[config.mk]
export PLATFORM = sky130hd
export DESIGN_NAME = mode_gated_config_write_guard
export DESIGN_NICKNAME = d
export VERILOG_FILES = /design/src/hw/clk_div_out.v /design/src/hw/mode_gated_config_write_guard.v
export VERILOG_INCLUDE_DIRS = /design/src /design/src/hw
export SDC_FILE = /design/constraint.sdc
export NUM_CORES = 1
export LEC_CHECK = 0
export BUFFER_PORTS_ARGS = -buffer_cell sky130_fd_sc_hd__buf_2
export CORE_MARGIN = 2
export CORE_UTILIZATION = 23
export CTS_CLUSTER_DIAMETER = 40
export CTS_CLUSTER_SIZE = 25
export DETAILED_ROUTE_END_ITERATION = 10
export SYNTH_ARGS = -nofsm -noshare
export SYNTH_HDL_FRONTEND = slang
export SYNTH_SLANG_ARGS = --single-unit
[constraint.sdc]
create_clock -name sys_clk -period 13.7 [get_ports sys_clk]
set_clock_uncertainty 0.2 [all_clocks]
set_input_delay 2.74 -clock sys_clk [delete_from_list [all_inputs] [get_ports sys_clk]]
set_output_delay 2.74 -clock sys_clk [all_outputs]
set_load 0.02 [all_outputs]
[src/hw/cfg_guard_defines.vh]
/*
  Register offsets, field layouts and reset values of the mode-gated
  configuration write guard. Definitions only; included by bare name.
*/
`ifndef CFG_GUARD_DEFINES_VH
`define CFG_GUARD_DEFINES_VH

// Byte offsets of the register words (haddr[7:0])
`define CG_MODE_OFS      8'h00
`define CG_OE_OFS        8'h04
`define CG_SS_OFS        8'h08
`define CG_INSEL_OFS     8'h0C
`define CG_STATUS_OFS    8'h10
`define CG_CFG0_OFS      8'h20
`define CG_CFG1_OFS      8'h24
`define CG_CFG2_OFS      8'h28

// Field widths and positions
`define CG_NUM_OUT       12
`define CG_OE_W          12
`define CG_INSEL_W       2
`define CG_DIV_W         8
`define CG_MODE_READY_BIT 0
`define CG_STAT_ACTIVE_BIT 0
`define CG_STAT_READY_BIT  1

// Reset values
`define CG_MODE_RST      1'b0
`define CG_OE_RST        12'h000
`define CG_SS_RST        1'b0
`define CG_INSEL_RST     2'h0
`define CG_CFG_RST       32'h0000_0000

// Bus constants
`define CG_TRANS_NONSEQ  2'h2
`define CG_RESP_OKAY     1'b0

`endif

[src/hw/clk_div_out.v]
/*
  One clock output channel: a divider that toggles its output every
  divRatio+1 enabled cycles while run is high, and parks low otherwise.
  Assumes sys_clk, synchronous inputs and a divRatio that is stable.
*/
`timescale 1ns/1ps
`include "cfg_guard_defines.vh"

module clk_div_out
(
  // Clock and reset
  input  wire                   sys_clk,
  input  wire                   sys_rst,
  input  wire                   clkEn,
  // Control
  input  wire                   run,
  input  wire [`CG_DIV_W-1:0]   divRatio,
  // Clock out
  output wire                   clkOut
);

  reg [`CG_DIV_W-1:0] cnt_ff;
  reg                 clkOut_ff;

  // Divider; parked low whenever run drops
  always @(posedge sys_clk or posedge sys_rst)
  begin
    if (sys_rst)
    begin
      cnt_ff    <= 8'h00;
      clkOut_ff <= 1'b0;
    end
    else if (clkEn)
    begin
      if (!run)
      begin
        cnt_ff    <= 8'h00;
        clkOut_ff <= 1'b0;
      end
      else if (cnt_ff >= divRatio)
      begin
        cnt_ff    <= 8'h00;
        clkOut_ff <= ~clkOut_ff;
      end
      else
      begin
        cnt_ff <= cnt_ff + 8'h01;
      end
    end
  end

  assign clkOut = clkOut_ff;

endmodule

[src/hw/mode_gated_config_write_guard.v]
/*
  Configuration register bank of a multi-output clock generator with
  mode-gated write protection, reached over AHB-Lite, plus the twelve
  output dividers it steers.
  Assumes one synchronous clock, AHB-Lite single word transfers, and a
  host that sequences Ready/Active around protected writes.
*/
`timescale 1ns/1ps
`include "cfg_guard_defines.vh"

module mode_gated_config_write_guard
(
  // Clock, reset, enable
  input  wire                  sys_clk,
  input  wire                  sys_rst,
  input  wire                  clkEn,
  // AHB-Lite slave
  input  wire                  hsel,
  input  wire [31:0]           haddr,
  input  wire [1:0]            htrans,
  input  wire                  hwrite,
  input  wire [2:0]            hsize,
  input  wire                  hready,
  input  wire [31:0]           hwdata,
  output wire [31:0]           hrdata,
  output wire                  hreadyout,
  output wire                  hresp,
  // Clock outputs
  output wire [`CG_NUM_OUT-1:0] clkOut,
  // Live controls and state
  output wire                  ssEnable,
  output wire [`CG_INSEL_W-1:0] inputSel,
  output wire                  activeMode
);

  // Bus data phase bookkeeping
  reg                       wrPend_ff;
  reg  [7:0]                wrAddr_ff;
  reg  [31:0]               hrdata_ff;
  reg                       hreadyout_ff;
  reg                       hresp_ff;
  // Registers
  reg                       ready_ff;
  reg  [`CG_OE_W-1:0]       oe_ff;
  reg                       ss_ff;
  reg  [`CG_INSEL_W-1:0]    inSel_ff;
  reg  [31:0]               stage0_ff;
  reg  [31:0]               stage1_ff;
  reg  [31:0]               stage2_ff;
  reg  [31:0]               applied0_ff;
  reg  [31:0]               applied1_ff;
  reg  [31:0]               applied2_ff;
  reg                       active_ff;
  // Next values
  reg                       nxt_ready;
  reg  [`CG_OE_W-1:0]       nxt_oe;
  reg                       nxt_ss;
  reg  [`CG_INSEL_W-1:0]    nxt_inSel;
  reg  [31:0]               nxt_stage0;
  reg  [31:0]               nxt_stage1;
  reg  [31:0]               nxt_stage2;
  reg  [31:0]               nxt_rdata;
  wire                      addrPhase;
  wire                      wrPhase;
  wire [95:0]               appliedAll;

  // A transfer is taken when selected, NONSEQ and the bus is ready
  assign addrPhase = hsel & (htrans == `CG_TRANS_NONSEQ) & hready;
  assign wrPhase   = wrPend_ff;

  // Register writes; exempt registers in any mode, the rest in Ready only
  always @*
  begin
    nxt_ready  = ready_ff;
    nxt_oe     = oe_ff;
    nxt_ss     = ss_ff;
    nxt_inSel  = inSel_ff;
    nxt_stage0 = stage0_ff;
    nxt_stage1 = stage1_ff;
    nxt_stage2 = stage2_ff;
    if (wrPhase)
    begin
      case (wrAddr_ff)
        `CG_MODE_OFS:  nxt_ready = hwdata[`CG_MODE_READY_BIT];
        `CG_OE_OFS:    nxt_oe    = hwdata[`CG_OE_W-1:0];
        `CG_SS_OFS:    nxt_ss    = hwdata[0];
        `CG_INSEL_OFS: nxt_inSel = hwdata[`CG_INSEL_W-1:0];
        `CG_CFG0_OFS:
        begin
          if (ready_ff)
            nxt_stage0 = hwdata;
        end
        `CG_CFG1_OFS:
        begin
          if (ready_ff)
            nxt_stage1 = hwdata;
        end
        `CG_CFG2_OFS:
        begin
          if (ready_ff)
            nxt_stage2 = hwdata;
        end
        default:
        begin
          nxt_ready = ready_ff;
        end
      endcase
    end
  end

  // Read mux on next values so a write just before a read is seen
  always @*
  begin
    nxt_rdata = 32'h0000_0000;
    case (haddr[7:0])
      `CG_MODE_OFS:   nxt_rdata[`CG_MODE_READY_BIT] = nxt_ready;
      `CG_OE_OFS:     nxt_rdata[`CG_OE_W-1:0] = nxt_oe;
      `CG_SS_OFS:     nxt_rdata[0] = nxt_ss;
      `CG_INSEL_OFS:  nxt_rdata[`CG_INSEL_W-1:0] = nxt_inSel;
      `CG_STATUS_OFS:
      begin
        nxt_rdata[`CG_STAT_ACTIVE_BIT] = ~nxt_ready;
        nxt_rdata[`CG_STAT_READY_BIT]  = nxt_ready;
      end
      `CG_CFG0_OFS:   nxt_rdata = nxt_stage0;
      `CG_CFG1_OFS:   nxt_rdata = nxt_stage1;
      `CG_CFG2_OFS:   nxt_rdata = nxt_stage2;
      default:        nxt_rdata = 32'h0000_0000;
    endcase
  end

  // Bus slave: zero wait states, always OKAY
  always @(posedge sys_clk or posedge sys_rst)
  begin
    if (sys_rst)
    begin
      wrPend_ff    <= 1'b0;
      wrAddr_ff    <= 8'h00;
      hrdata_ff    <= 32'h0000_0000;
      hreadyout_ff <= 1'b1;
      hresp_ff     <= `CG_RESP_OKAY;
    end
    else if (clkEn)
    begin
      hreadyout_ff <= 1'b1;
      hresp_ff     <= `CG_RESP_OKAY;
      wrPend_ff    <= addrPhase & hwrite;
      if (addrPhase)
      begin
        wrAddr_ff <= haddr[7:0];
      end
      if (addrPhase & ~hwrite)
      begin
        hrdata_ff <= nxt_rdata;
      end
    end
  end

  // Register state and mode tracking
  always @(posedge sys_clk or posedge sys_rst)
  begin
    if (sys_rst)
    begin
      ready_ff    <= `CG_MODE_RST;
      oe_ff       <= `CG_OE_RST;
      ss_ff       <= `CG_SS_RST;
      inSel_ff    <= `CG_INSEL_RST;
      stage0_ff   <= `CG_CFG_RST;
      stage1_ff   <= `CG_CFG_RST;
      stage2_ff   <= `CG_CFG_RST;
      active_ff   <= 1'b0;
    end
    else if (clkEn)
    begin
      ready_ff  <= nxt_ready;
      oe_ff     <= nxt_oe;
      ss_ff     <= nxt_ss;
      inSel_ff  <= nxt_inSel;
      stage0_ff <= nxt_stage0;
      stage1_ff <= nxt_stage1;
      stage2_ff <= nxt_stage2;
      active_ff <= ~nxt_ready;
    end
  end

  // Applied copy feeds the dividers; reloaded on each Ready to Active step
  always @(posedge sys_clk or posedge sys_rst)
  begin
    if (sys_rst)
    begin
      applied0_ff <= `CG_CFG_RST;
      applied1_ff <= `CG_CFG_RST;
      applied2_ff <= `CG_CFG_RST;
    end
    else if (clkEn)
    begin
      if (ready_ff & ~nxt_ready)
      begin
        applied0_ff <= stage0_ff;
        applied1_ff <= stage1_ff;
        applied2_ff <= stage2_ff;
      end
    end
  end

  assign appliedAll = {applied2_ff, applied1_ff, applied0_ff};

  // One divider per output, running only while Active and enabled
  genvar i;
  generate
    for (i = 0; i < `CG_NUM_OUT; i = i + 1)
    begin : gOut
      clk_div_out uDiv
      (
        .sys_clk  (sys_clk),
        .sys_rst  (sys_rst),
        .clkEn    (clkEn),
        .run      (active_ff & oe_ff[i]),
        .divRatio (appliedAll[i*`CG_DIV_W +: `CG_DIV_W]),
        .clkOut   (clkOut[i])
      );
    end
  endgenerate

  // Outputs straight from flip-flops
  assign hrdata     = hrdata_ff;
  assign hreadyout  = hreadyout_ff;
  assign hresp      = hresp_ff;
  assign ssEnable   = ss_ff;
  assign inputSel   = inSel_ff;
  assign activeMode = active_ff;

endmodule

==> reports/summary.log, run 1 <==
qor: global_routing.grt_util_all_layers 11.3%
qor: min_path.whs_endpoint hrdata[18]
qor: detailed_routing.finalWirelength 47400 um
qor: finish.num-fill-cells 8457
qor: logic_synthesis.yosys.cell_types.count 55
qor: setup_path.timing.rr.end applied0_ff[17]
qor: detailed_routing.drc 0
qor: flow_run.cap_viol_max_count 0
qor: clock_network.clock_tree_from_tritoncts yes
qor: floorplan.design.core.area 80800 sq um
qor: detailed_routing.antenna_violating_nets_left 0
qor: logic_synthesis.yosys_most_used_dff dfrtp_1
qor: timing.timing.max_slew.rel_slack 19.6%
qor: logic_synthesis.synth_top_cell_area_share 47.6%
qor: power.p_sw_share 26.7%
qor: clock_network.clock_path_buffers 3
qor: placement.dp_worst_setup_slack 7940 ps
qor: global_routing.grt.overflow.total 0
qor: finish.final_cells 2877
qor: timing.final_min_period_over_clock_period 37.9%
qor: detailed_routing.drt_iter0_markers 817
qor: clock_network.numCtsBuffers 41
qor: clock_network.post_cts_resized 0
qor: power.power.static_leakage 10.5 nW
qor: setup_path.data_required_time_of_the_worst_path 14000 ps
qor: setup_path.timing.critical_path.from_type input port
qor: outcome.status complete, no violations
qor: finish.combined_area_of_the_multi_input_logic_cells 9030 sq um
qor: global_routing.vias_in_the_first_global_route 13188
qor: floorplan.floorplan.initialDensity 23.3%
qor: power.power_after_layout 2.37 mW
qor: finish.area_delta_synth_final 15.6%
qor: clock_network.post-cts-setup-buffer-count 0
qor: power.power_density 109 nW/um^2
qor: timing.post-route-min-period 5190 ps
qor: floorplan.die_area 84200 sq um
qor: min_path.whs_path_depth 2
qor: placement.hpwl 32000 um
qor: logic_synthesis.yosys.area.top_type dfrtp_1
qor: clock_network.post_cts_hold_buffer_count 0
qor: min_path.timing.hold.worst.start hrdata[18]
qor: clock_network.clock_tree.root_cell clkbuf_16
qor: placement.globalplace.congestion 0.774
qor: global_routing.grt_start_max_net_pins 151
qor: timing.worst_pin_slew 1200 ps
qor: timing.layout_setup_ws 8510 ps
qor: clock_network.clock_insertion_delay_worst_skew 570 ps
qor: placement.io_buffers 95
qor: setup_path.ff2ff_setup_slack 10240 ps
qor: power.p_clk_share 48.5%
qor: global_routing.grt_antenna_before_repair 8
qor: logic_synthesis.net_count_after_synthesis 1903
qor: timing.fmax 193 MHz
qor: global_routing.grt_pass1_wl 76800 um
qor: detailed_routing.route.vias.total 12963
qor: floorplan.chipHeight 290 um
qor: power.cellInternalPower 1.74 mW
qor: floorplan.io-pin-count 125
qor: power.ir_worst_vdd 101 uV
qor: clock_network.htree_levels 2
qor: power.comb_power_share 5.3%
qor: setup_path.criticalPathCategory in -> reg
qor: timing.drv_slew 0
qor: logic_synthesis.ys_top_cells_by_area dfrtp_1, mux2_2, ha_1
qor: floorplan.die-width 290 um
qor: detailed_routing.drt_pass1_iterations 5
qor: timing.setup_violations 0
qor: clock_network.cts.sink_count 358
qor: clock_network.clkTransAtPathRegs 70 ps
qor: finish.design.final.nets 1967
qor: detailed_routing.post_drt_via_cell_ratio 4.51
qor: logic_synthesis.synth_edf_count 0
qor: logic_synthesis.synth.yosys.warnings 0
qor: logic_synthesis.postSynthAreaPerCell 10.9 sq um
qor: timing.timing.final.hold_violations 0
qor: placement.dpl.cell_count 2801
qor: timing.setup-tns-final 0 ps
qor: min_path.min-delay-path-class reg -> reg
qor: logic_synthesis.synthCells 1720
qor: logic_synthesis.postSynthRegisterBits 358
qor: power.power_frac_seq 46.2%
qor: setup_path.cp_data_arrival_time 5480 ps
qor: floorplan.rows 104
qor: setup_path.crit_path_max_fanout 44
qor: setup_path.cp-end-kind flop
qor: power.total_switching_power 0.633 mW
qor: setup_path.r2r-start wrAddr_ff[2]
qor: setup_path.reg2reg_depth 7
qor: detailed_routing.wl_per_cell 16.5 um
qor: timing.rsz_0062_raised_after_global_routing no
qor: logic_synthesis.netlist_area 18800 sq um
qor: logic_synthesis.synth-async-reset-ratio 100%
qor: finish.antenna_cells 0
qor: logic_synthesis.ys_seq_area_share 47.6%
qor: finish.drive_above_1_share 21.7%
qor: finish.flip_flop_and_latch_area 8960 sq um
==> logic make-up after synthesis <==
kind of cell	synth area share (%)
multiplexers	18.8
buffers and inverters	4.57
AO/OA/AOI/OAI	10.2
other	0.0399
XOR/XNOR	1.63
flip-flops	47.6
AND/OR/NAND/NOR	10.0
adder cells (fa/ha/maj)	7.18
==> metrics by stage <==
| stage | util, % | cell area, sq um | hold WS (ps) |
|---|---|---|---|
| 2_1_floorplan | - | 18800 | 256 |
| 3_3_place_gp | 25.2 | 20300 | 266 |
| 3_5_place_dp | 25.2 | 20300 | 258 |
| 4_1_cts | 26.9 | 21800 | 293 |
| 5_1_grt | 26.9 | 21800 | 308 |
| 6_report | 26.9 | 21800 | 283 |
==> worst max-delay path by stage <==
| stage | startpoint | endpoint | slack (ps) | cells past startpoint |
|---|---|---|---|---|
| after floorplan | sys_rst | activeMode | 830 | 1 |
| after global placement | clkEn | hrdata[6] | 7950 | 7 |
| after detailed placement | clkEn | hrdata[26] | 7940 | 6 |
| after CTS | clkEn | hrdata[6] | 8490 | 7 |
| after global routing | clkEn | hrdata[26] | 8260 | 6 |
| final | clkEn | hrdata[6] | 8510 | 7 |
==> cells in the mapped netlist (12+ instances only) <==
| cell type | n |
|---|---|
| inv_1 | 112 |
| mux2i_1 | 84 |
| buf_2 | 15 |
| xnor2_1 | 12 |
| nand3_1 | 40 |
| o21ai_1 | 19 |
| nand4_1 | 22 |
| dfrtp_1 | 358 |
| clkbuf_1 | 50 |
| o2bb2ai_1 | 17 |
| nand2b_1 | 15 |
| a21o_1 | 46 |
| ha_1 | 108 |
| a21oi_1 | 73 |
| and3_1 | 14 |
| mux2_1 | 45 |
| buf_4 | 15 |
| o22ai_1 | 43 |
| mux2_2 | 193 |
| nand2_1 | 144 |
| xor2_1 | 23 |
| nor2_1 | 75 |
| nor3_1 | 24 |
| o21ai_0 | 62 |
==> state kept, by name, summed over array words and instances (netlist names), 2 cells and up <==
| name | cells |
|---|---|
| gOut.uDiv.cnt_ff | 96 |
| applied0_ff | 32 |
| applied1_ff | 32 |
| applied2_ff | 32 |
| hrdata | 32 |
| stage0_ff | 32 |
| stage1_ff | 32 |
| stage2_ff | 32 |
| gOut.uDiv.clkOut | 12 |
| oe_ff | 12 |
| wrAddr_ff | 8 |
| inputSel | 2 |
==> worst max-delay path, cell delays in order <==
cell	delay (ps)
buf_4	470
nand4_1	550
nand2b_1	350
nand2b_1	160
nor2_1	670
o21ai_0	390
nand2_1	140
==> cell usage in the layout (no fill, tap or decap), types with 46 or more instances in the layout <==
cell     instances
ha_1           108
mux2i_1         84
nor2_1          75
nand2_1        142
a21oi_1         73
buf_2           94
dfrtp_1        358
inv_1          111
a21o_1          46
o21ai_0         62
mux2_2         193
==> cell type report <==
cell class / count / area share, %
clock inverter: 32 / 1.53
timing repair buffer: 109 / 2.74
tap: 1060 / 6.09
multi-input combinational: 1161 / 41.5
inverter: 113 / 1.98
sequential: 358 / 41.2
clock buffer: 44 / 5.01
==> power groups by stage <==
| stage | clock network, mW | registers (mW) | logic [mW] |
|---|---|---|---|
| 6_report | 1.15 | 1.10 | 0.126 |
| 5_1_grt | 1.22 | 1.10 | 0.142 |
| 4_1_cts | 1.18 | 1.10 | 0.129 |
| 3_5_place_dp | 0 | 1.12 | 0.128 |
| 3_3_place_gp | 0 | 1.11 | 0.127 |
| 2_1_floorplan | 0 | 1.11 | 0.0897 |
==> routing by layer <==
metal | wire length [um] | part of all wire, % | vias to the layer above | global-route usage [%]
met5 | 39 | 0.082 | - | 0
met4 | 1090 | 2.3 | 6 | 3.21
met3 | 1910 | 4.0 | 68 | 1.73
met2 | 21400 | 45 | 204 | 18.0
met1 | 22900 | 48 | 6438 | 15.8
li1 | - | - | 6247 | -
No activity file was read; power rests on OpenSTA's default activity.
==> run 2, diff against run 1 <==
==> constraint.sdc (replaced) <==
create_clock -name sys_clk -period 5.2 [get_ports sys_clk]
set_clock_uncertainty 0.2 [all_clocks]
set_input_delay 1.04 -clock sys_clk [delete_from_list [all_inputs] [get_ports sys_clk]]
set_output_delay 1.04 -clock sys_clk [all_outputs]
set_load 0.02 [all_outputs]
==> run 2 against run 1 <==
Setup slack worse by 6900 ps. Register-to-register slack got worse by 8600 ps. First-iteration DRC count fell by 17%. Critical path depth unchanged. Die area is the same. Utilization up 0.49 points. Sequential power rose to 2.6 times the previous value. Final area increased by 1.8%. Combinational power grew to 2.7 times the previous value. Critical endpoint unchanged. Sequential cell count unchanged. Clock-buffer cell count up 21. Power increased to 2.9 times the previous value.
==> reports/summary.log, run 2 (synthesis gave the netlist of run 1 again) <==
qor: outcome.status complete, no violations
qor: setup_path.data_required_time_of_the_worst_path 5530 ps
qor: power.power.static_leakage 10.7 nW
qor: setup_path.cp_data_arrival_time 3950 ps
qor: placement.hpwl 33700 um
qor: timing.setup_violations 0
qor: finish.design.final.nets 1985
qor: power.p_clk_share 52.2%
qor: timing.fmax 277 MHz
qor: global_routing.grt.overflow.total 0
qor: detailed_routing.drt_iter0_markers 679
qor: global_routing.global_route.usage.met3 2.34%
qor: detailed_routing.post_drt_via_cell_ratio 4.54
qor: setup_path.crit_path_max_fanout 45
qor: placement.dp_worst_setup_slack 1020 ps
qor: timing.post-route-min-period 3610 ps
qor: finish.drive_above_1_share 22.6%
qor: floorplan.floorplan.initialDensity 23.3%
qor: timing.worst_pin_slew 987 ps
qor: placement.placed_area 20400 sq um
qor: timing.layout_setup_ws 1590 ps
qor: floorplan.die_area 84200 sq um
qor: timing.timing.max_slew.rel_slack 34.2%
qor: power.power_density 305 nW/um^2
qor: finish.largest_register_ffs 96
qor: finish.num-fill-cells 8462
qor: flow_run.cap_viol_max_count 0
qor: clock_network.post_cts_hold_buffer_count 0
qor: finish.fin_area 22200 sq um
qor: power.comb_power_share 5.0%
qor: global_routing.grt_use_met2 17.9%
qor: finish.antenna_cells 0
qor: placement.io_buffers 95
qor: global_routing.vias_in_the_first_global_route 13129
qor: finish.layout.cells.most_common_list dfrtp_1, mux2_2, nand2_1, inv_1, ha_1
qor: clock_network.numCtsBuffers 52
qor: clock_network.htree_levels 2
qor: power.ir_worst_vdd 219 uV
qor: power.cellInternalPower 5.06 mW
qor: floorplan.chipHeight 290 um
qor: global_routing.grt_antenna_before_repair 10
qor: placement.dpl.cell_count 2808
qor: finish.most_frequent_standard_cell_in_the_layout_excluding_fill_and_tap_cells dfrtp_1
qor: global_routing.top_usage_layer met2
qor: detailed_routing.drc 0
qor: detailed_routing.route.vias.total 13180
qor: setup_path.criticalPathCategory in -> reg
qor: timing.rsz_0062_raised_after_global_routing no
qor: detailed_routing.drt_pass1_iterations 5
qor: global_routing.grt_start_max_net_pins 151
qor: timing.drv_slew 0
qor: power.power_frac_seq 42.8%
qor: clock_network.clock_tree_from_tritoncts yes
qor: placement.globalplace.congestion 0.788
qor: setup_path.timing.critical_path.from_type input port
qor: clock_network.cts.sink_count 358
qor: clock_network.post_cts_resized 0
qor: floorplan.design.core.area 80800 sq um
qor: finish.post-route-util 27.4%
qor: power.p_sw_share 25.0%
qor: global_routing.grt_pass1_wl 78300 um
qor: timing.setup-tns-final 0 ps
qor: clock_network.clkTransAtPathRegs 60 ps
qor: finish.register_name_with_the_most_flops gOut.uDiv.cnt_ff
qor: timing.timing.final.hold_violations 0
qor: clock_network.clock_path_buffers 3
qor: detailed_routing.wl_per_cell 17.1 um
qor: clock_network.clock_tree.root_cell clkbuf_16
qor: setup_path.cp-end-kind flop
qor: global_routing.grtUsageMet1 16.6%
qor: finish.final_cells 2902
qor: timing.whs 275 ps
qor: clock_network.clock_insertion_delay_worst_skew 600 ps
qor: floorplan.die-width 290 um
qor: timing.final_min_period_over_clock_period 69.5%
qor: global_routing.grt_util_all_layers 11.7%
qor: finish.area_delta_synth_final 17.7%
qor: detailed_routing.antenna_violating_nets_left 0
qor: power.total_switching_power 1.69 mW
qor: floorplan.rows 104
qor: detailed_routing.finalWirelength 49500 um
qor: power.power_after_layout 6.75 mW
qor: floorplan.io-pin-count 125
qor: min_path.min-delay-path-class reg -> reg
qor: clock_network.post-cts-setup-buffer-count 0
[run 2: changes by cell type in the layout (fill, tap and decap cells not counted), sizes merged]
cell | before | now
bufinv | 0 | 2
buf | 109 | 116
inv | 135 | 127
clkinv | 9 | 8
clkbuf | 44 | 65
clkinvlp | 1 | 5
[run 2: final timing paths]
check	from	endpoint	slack, ps	depth (start not counted)
min	hrdata[25]	hrdata[25]	270	2
max reg2reg	wrAddr_ff[2]	applied0_ff[13]	1600	8
min reg2reg	hrdata[25]	hrdata[25]	270	2
max	clkEn	hrdata[6]	1590	7
max in group asynchronous	sys_rst	gOut[9].uDiv.cnt_ff[3]	3290	3
min in group asynchronous	sys_rst	applied0_ff[17]	290	2
[run 2: critical path, stage by stage]
cell and delay (ps):
buf_4 450, nand4_1 580, nand2b_2 530, nand2b_1 220
nor2_1 670, o21ai_0 320, nand2_1 120
[run 2: routing by layer]
layer	wire length, um	share of wire, %	up-vias
met5	49	0.099	-
met1	24100	49	6549
met3	2320	4.7	75
li1	-	-	6268
met4	1110	2.2	8
met2	21900	44	280
[run 2: area by class of cell]
cell class                      instances  area, sq um  share of cell area, %
Clock inverter                         29          298                   1.34
Inverter                              113          428                   1.93
Multi-Input combinational cell       1161         9040                   40.8
Clock buffer                           65         1440                   6.50
Sequential cell                       358         8960                   40.4
Tap cell                             1060         1330                   5.98
Timing Repair Buffer                  116          673                   3.04
[run 2: power groups by stage]
stage	clock network [mW]	registers, mW	logic (mW)
global placement	0	2.94	0.340
detailed placement	0	2.94	0.342
finish	3.53	2.89	0.337
floorplan	0	2.92	0.237
CTS	3.61	2.89	0.344
global route	3.73	2.90	0.379
==> run 3, diff against run 2 <==
==> constraint.sdc (replaced) <==
create_clock -name sys_clk -period 3.35 [get_ports sys_clk]
set_clock_uncertainty 0.2 [all_clocks]
set_input_delay 0.67 -clock sys_clk [delete_from_list [all_inputs] [get_ports sys_clk]]
set_output_delay 0.67 -clock sys_clk [all_outputs]
set_load 0.02 [all_outputs]
==> run 3 against run 2 <==
Register-to-register slack worse by 1100 ps. Critical path type is now reg -> reg. Global-route usage shrank 0.19 points. Non-clock buffer count increased by 22. Sequential cell count did not move. Combinational power grew 63%. Routed wire length down 2.0%. Sequential power rose by 55%. Die area did not move.
==> reports/summary.log, run 3 (synthesis gave the netlist of run 1 again) <==
qor: outcome.status complete, no violations
qor: power.power.static_leakage 10.7 nW
qor: finish.flip_flop_and_latch_area 8960 sq um
qor: finish.design.final.nets 2001
qor: timing.rsz_0062_raised_after_global_routing no
qor: placement.placed_area 20600 sq um
qor: power.power_density 461 nW/um^2
qor: setup_path.path_cells nor2_1 > nor4b_4 > nand2_1 > mux2i_2 > nand3_4 > buf_12 > mux2_1
qor: setup_path.timing.critical_path.max_delay_family simple AND/OR/NAND/NOR gates
qor: timing.worst_pin_slew 731 ps
qor: global_routing.grt_start_max_net_pins 123
qor: floorplan.rows 104
qor: finish.combined_area_of_the_multi_input_logic_cells 9040 sq um
qor: clock_network.clock_path_buffers 3
qor: flow_run.cap_viol_max_count 0
qor: placement.hpwl 33600 um
qor: setup_path.ff2ff_setup_slack 550 ps
qor: finish.drive_above_1_share 23.3%
qor: timing.timing.final.hold_violations 0
qor: setup_path.reg2reg_depth 7
qor: global_routing.vias_in_the_first_global_route 13008
qor: setup_path.criticalPathCategory reg -> reg
qor: min_path.min-delay-path-class in -> reg
qor: timing.layout_setup_ws 549 ps
qor: clock_network.cts.sink_count 358
qor: placement.globalplace.congestion 0.787
qor: global_routing.grt_pass1_wl 77400 um
qor: min_path.whs_endpoint wrAddr_ff[0]
qor: power.power_after_layout 10.3 mW
qor: finish.area_delta_synth_final 18.2%
qor: detailed_routing.route.vias.total 13245
qor: setup_path.critical_path.max_stage_delay 440 ps
qor: clock_network.clock_tree_from_tritoncts yes
qor: floorplan.design.core.area 80800 sq um
qor: detailed_routing.antenna_violating_nets_left 0
qor: timing.drv_slew 0
qor: detailed_routing.drt_pass1_iterations 5
qor: clock_network.numCtsBuffers 46
qor: floorplan.chipHeight 290 um
qor: setup_path.data_required_time_of_the_worst_path 3600 ps
qor: clock_network.clock_tree.root_cell clkbuf_16
qor: global_routing.grt_antenna_before_repair 9
qor: placement.dp_worst_setup_slack 376 ps
qor: floorplan.die_area 84200 sq um
qor: min_path.whs_path_depth 2
qor: clock_network.post-cts-setup-buffer-count 0
qor: clock_network.clkTransAtPathRegs 60 ps
qor: floorplan.die-width 290 um
qor: timing.setup_violations 0
qor: detailed_routing.post_drt_via_cell_ratio 4.55
qor: detailed_routing.drc 0
qor: detailed_routing.wl_per_cell 16.7 um
qor: floorplan.io-pin-count 125
qor: detailed_routing.finalWirelength 48500 um
qor: setup_path.cp_slowest_cell dfrtp_1
qor: finish.largest_register_ffs 96
qor: setup_path.cp_data_arrival_time 3050 ps
qor: min_path.timing.hold.worst.start haddr[0]
qor: setup_path.worst-path-buf-inv 1
qor: finish.register_name_with_the_most_flops gOut.uDiv.cnt_ff
qor: timing.fmax 357 MHz
qor: setup_path.crit_path_max_fanout 28
qor: setup_path.cp-end-kind flop
qor: global_routing.grt_util_all_layers 11.5%
qor: placement.io_buffers 95
qor: timing.timing.max_slew.rel_slack 51.3%
qor: finish.num-fill-cells 8376
qor: clock_network.clock_insertion_delay_worst_skew 580 ps
qor: finish.fin_area 22300 sq um
qor: detailed_routing.drt_iter0_markers 731
qor: global_routing.grt.overflow.total 0
qor: floorplan.floorplan.initialDensity 23.3%
qor: timing.post-route-min-period 2800 ps
qor: clock_network.htree_levels 2
qor: clock_network.post_cts_resized 0
qor: finish.antenna_cells 0
qor: setup_path.timing.critical_path.from_type flop
qor: finish.layout.cells.most_common_list dfrtp_1, mux2_2, nand2_1, inv_1, ha_1
qor: finish.most_frequent_standard_cell_in_the_layout_excluding_fill_and_tap_cells dfrtp_1
qor: setup_path.timing.rr.end applied2_ff[15]
qor: setup_path.r2r-start wrAddr_ff[2]
qor: power.ir_worst_vdd 378 uV
qor: timing.final_min_period_over_clock_period 83.6%
qor: clock_network.post_cts_hold_buffer_count 1
[run 3: worst max path at each step]
stage	start	end	cells after the start
floorplan	sys_rst	activeMode	1
global placement	haddr[0]	hrdata[0]	9
detailed placement	haddr[0]	hrdata[0]	9
CTS	wrAddr_ff[2]	applied2_ff[15]	7
global route	wrAddr_ff[0]	hrdata[1]	8
finish	wrAddr_ff[2]	applied2_ff[15]	7
[run 3: layer usage]
layer	vias to the layer above	share of wire (%)	track usage [%]
li1	6293	-	-
met1	6601	49	16.6
met2	273	43	17.3
met3	68	5.4	2.29
met4	10	2.4	3.38
met5	-	0.12	0
[run 3: through the flow]
| stage | hold WS (ps) | cells | TNS (ps) | util, % |
|---|---|---|---|---|
| 2_1_floorplan | 256 | 1720 | -829950 | - |
| 3_3_place_gp | 267 | 2829 | 0 | 25.5 |
| 3_5_place_dp | 270 | 2829 | 0 | 25.5 |
| 4_1_cts | 91.7 | 2913 | 0 | 27.5 |
| 5_1_grt | 108 | 2913 | 0 | 27.5 |
| 6_report | 128 | 2913 | 0 | 27.5 |
[run 3: worst register-to-register path, cell delays in order (launching register included)]
cell and delay, ps:
dfrtp_1 440, nor2_1 260, nor4b_4 310, nand2_1 140, mux2i_2 270, nand3_4 370
buf_12 340, mux2_1 340
[run 3: power by group]
part	internal, mW	switching [mW]
Sequential	4.40	0.0812
Combinational	0.211	0.338
Clock	3.11	2.12
Total	7.72	2.54
[run 3: cell type report]
| type | instances | share of cell area, % |
|---|---|---|
| Multi-Input combinational cell | 1161 | 40.6 |
| Sequential cell | 358 | 40.2 |
| Tap cell | 1060 | 5.96 |
| Clock buffer | 51 | 5.53 |
| Timing Repair Buffer | 138 | 4.00 |
| Inverter | 113 | 1.92 |
| Clock inverter | 32 | 1.75 |
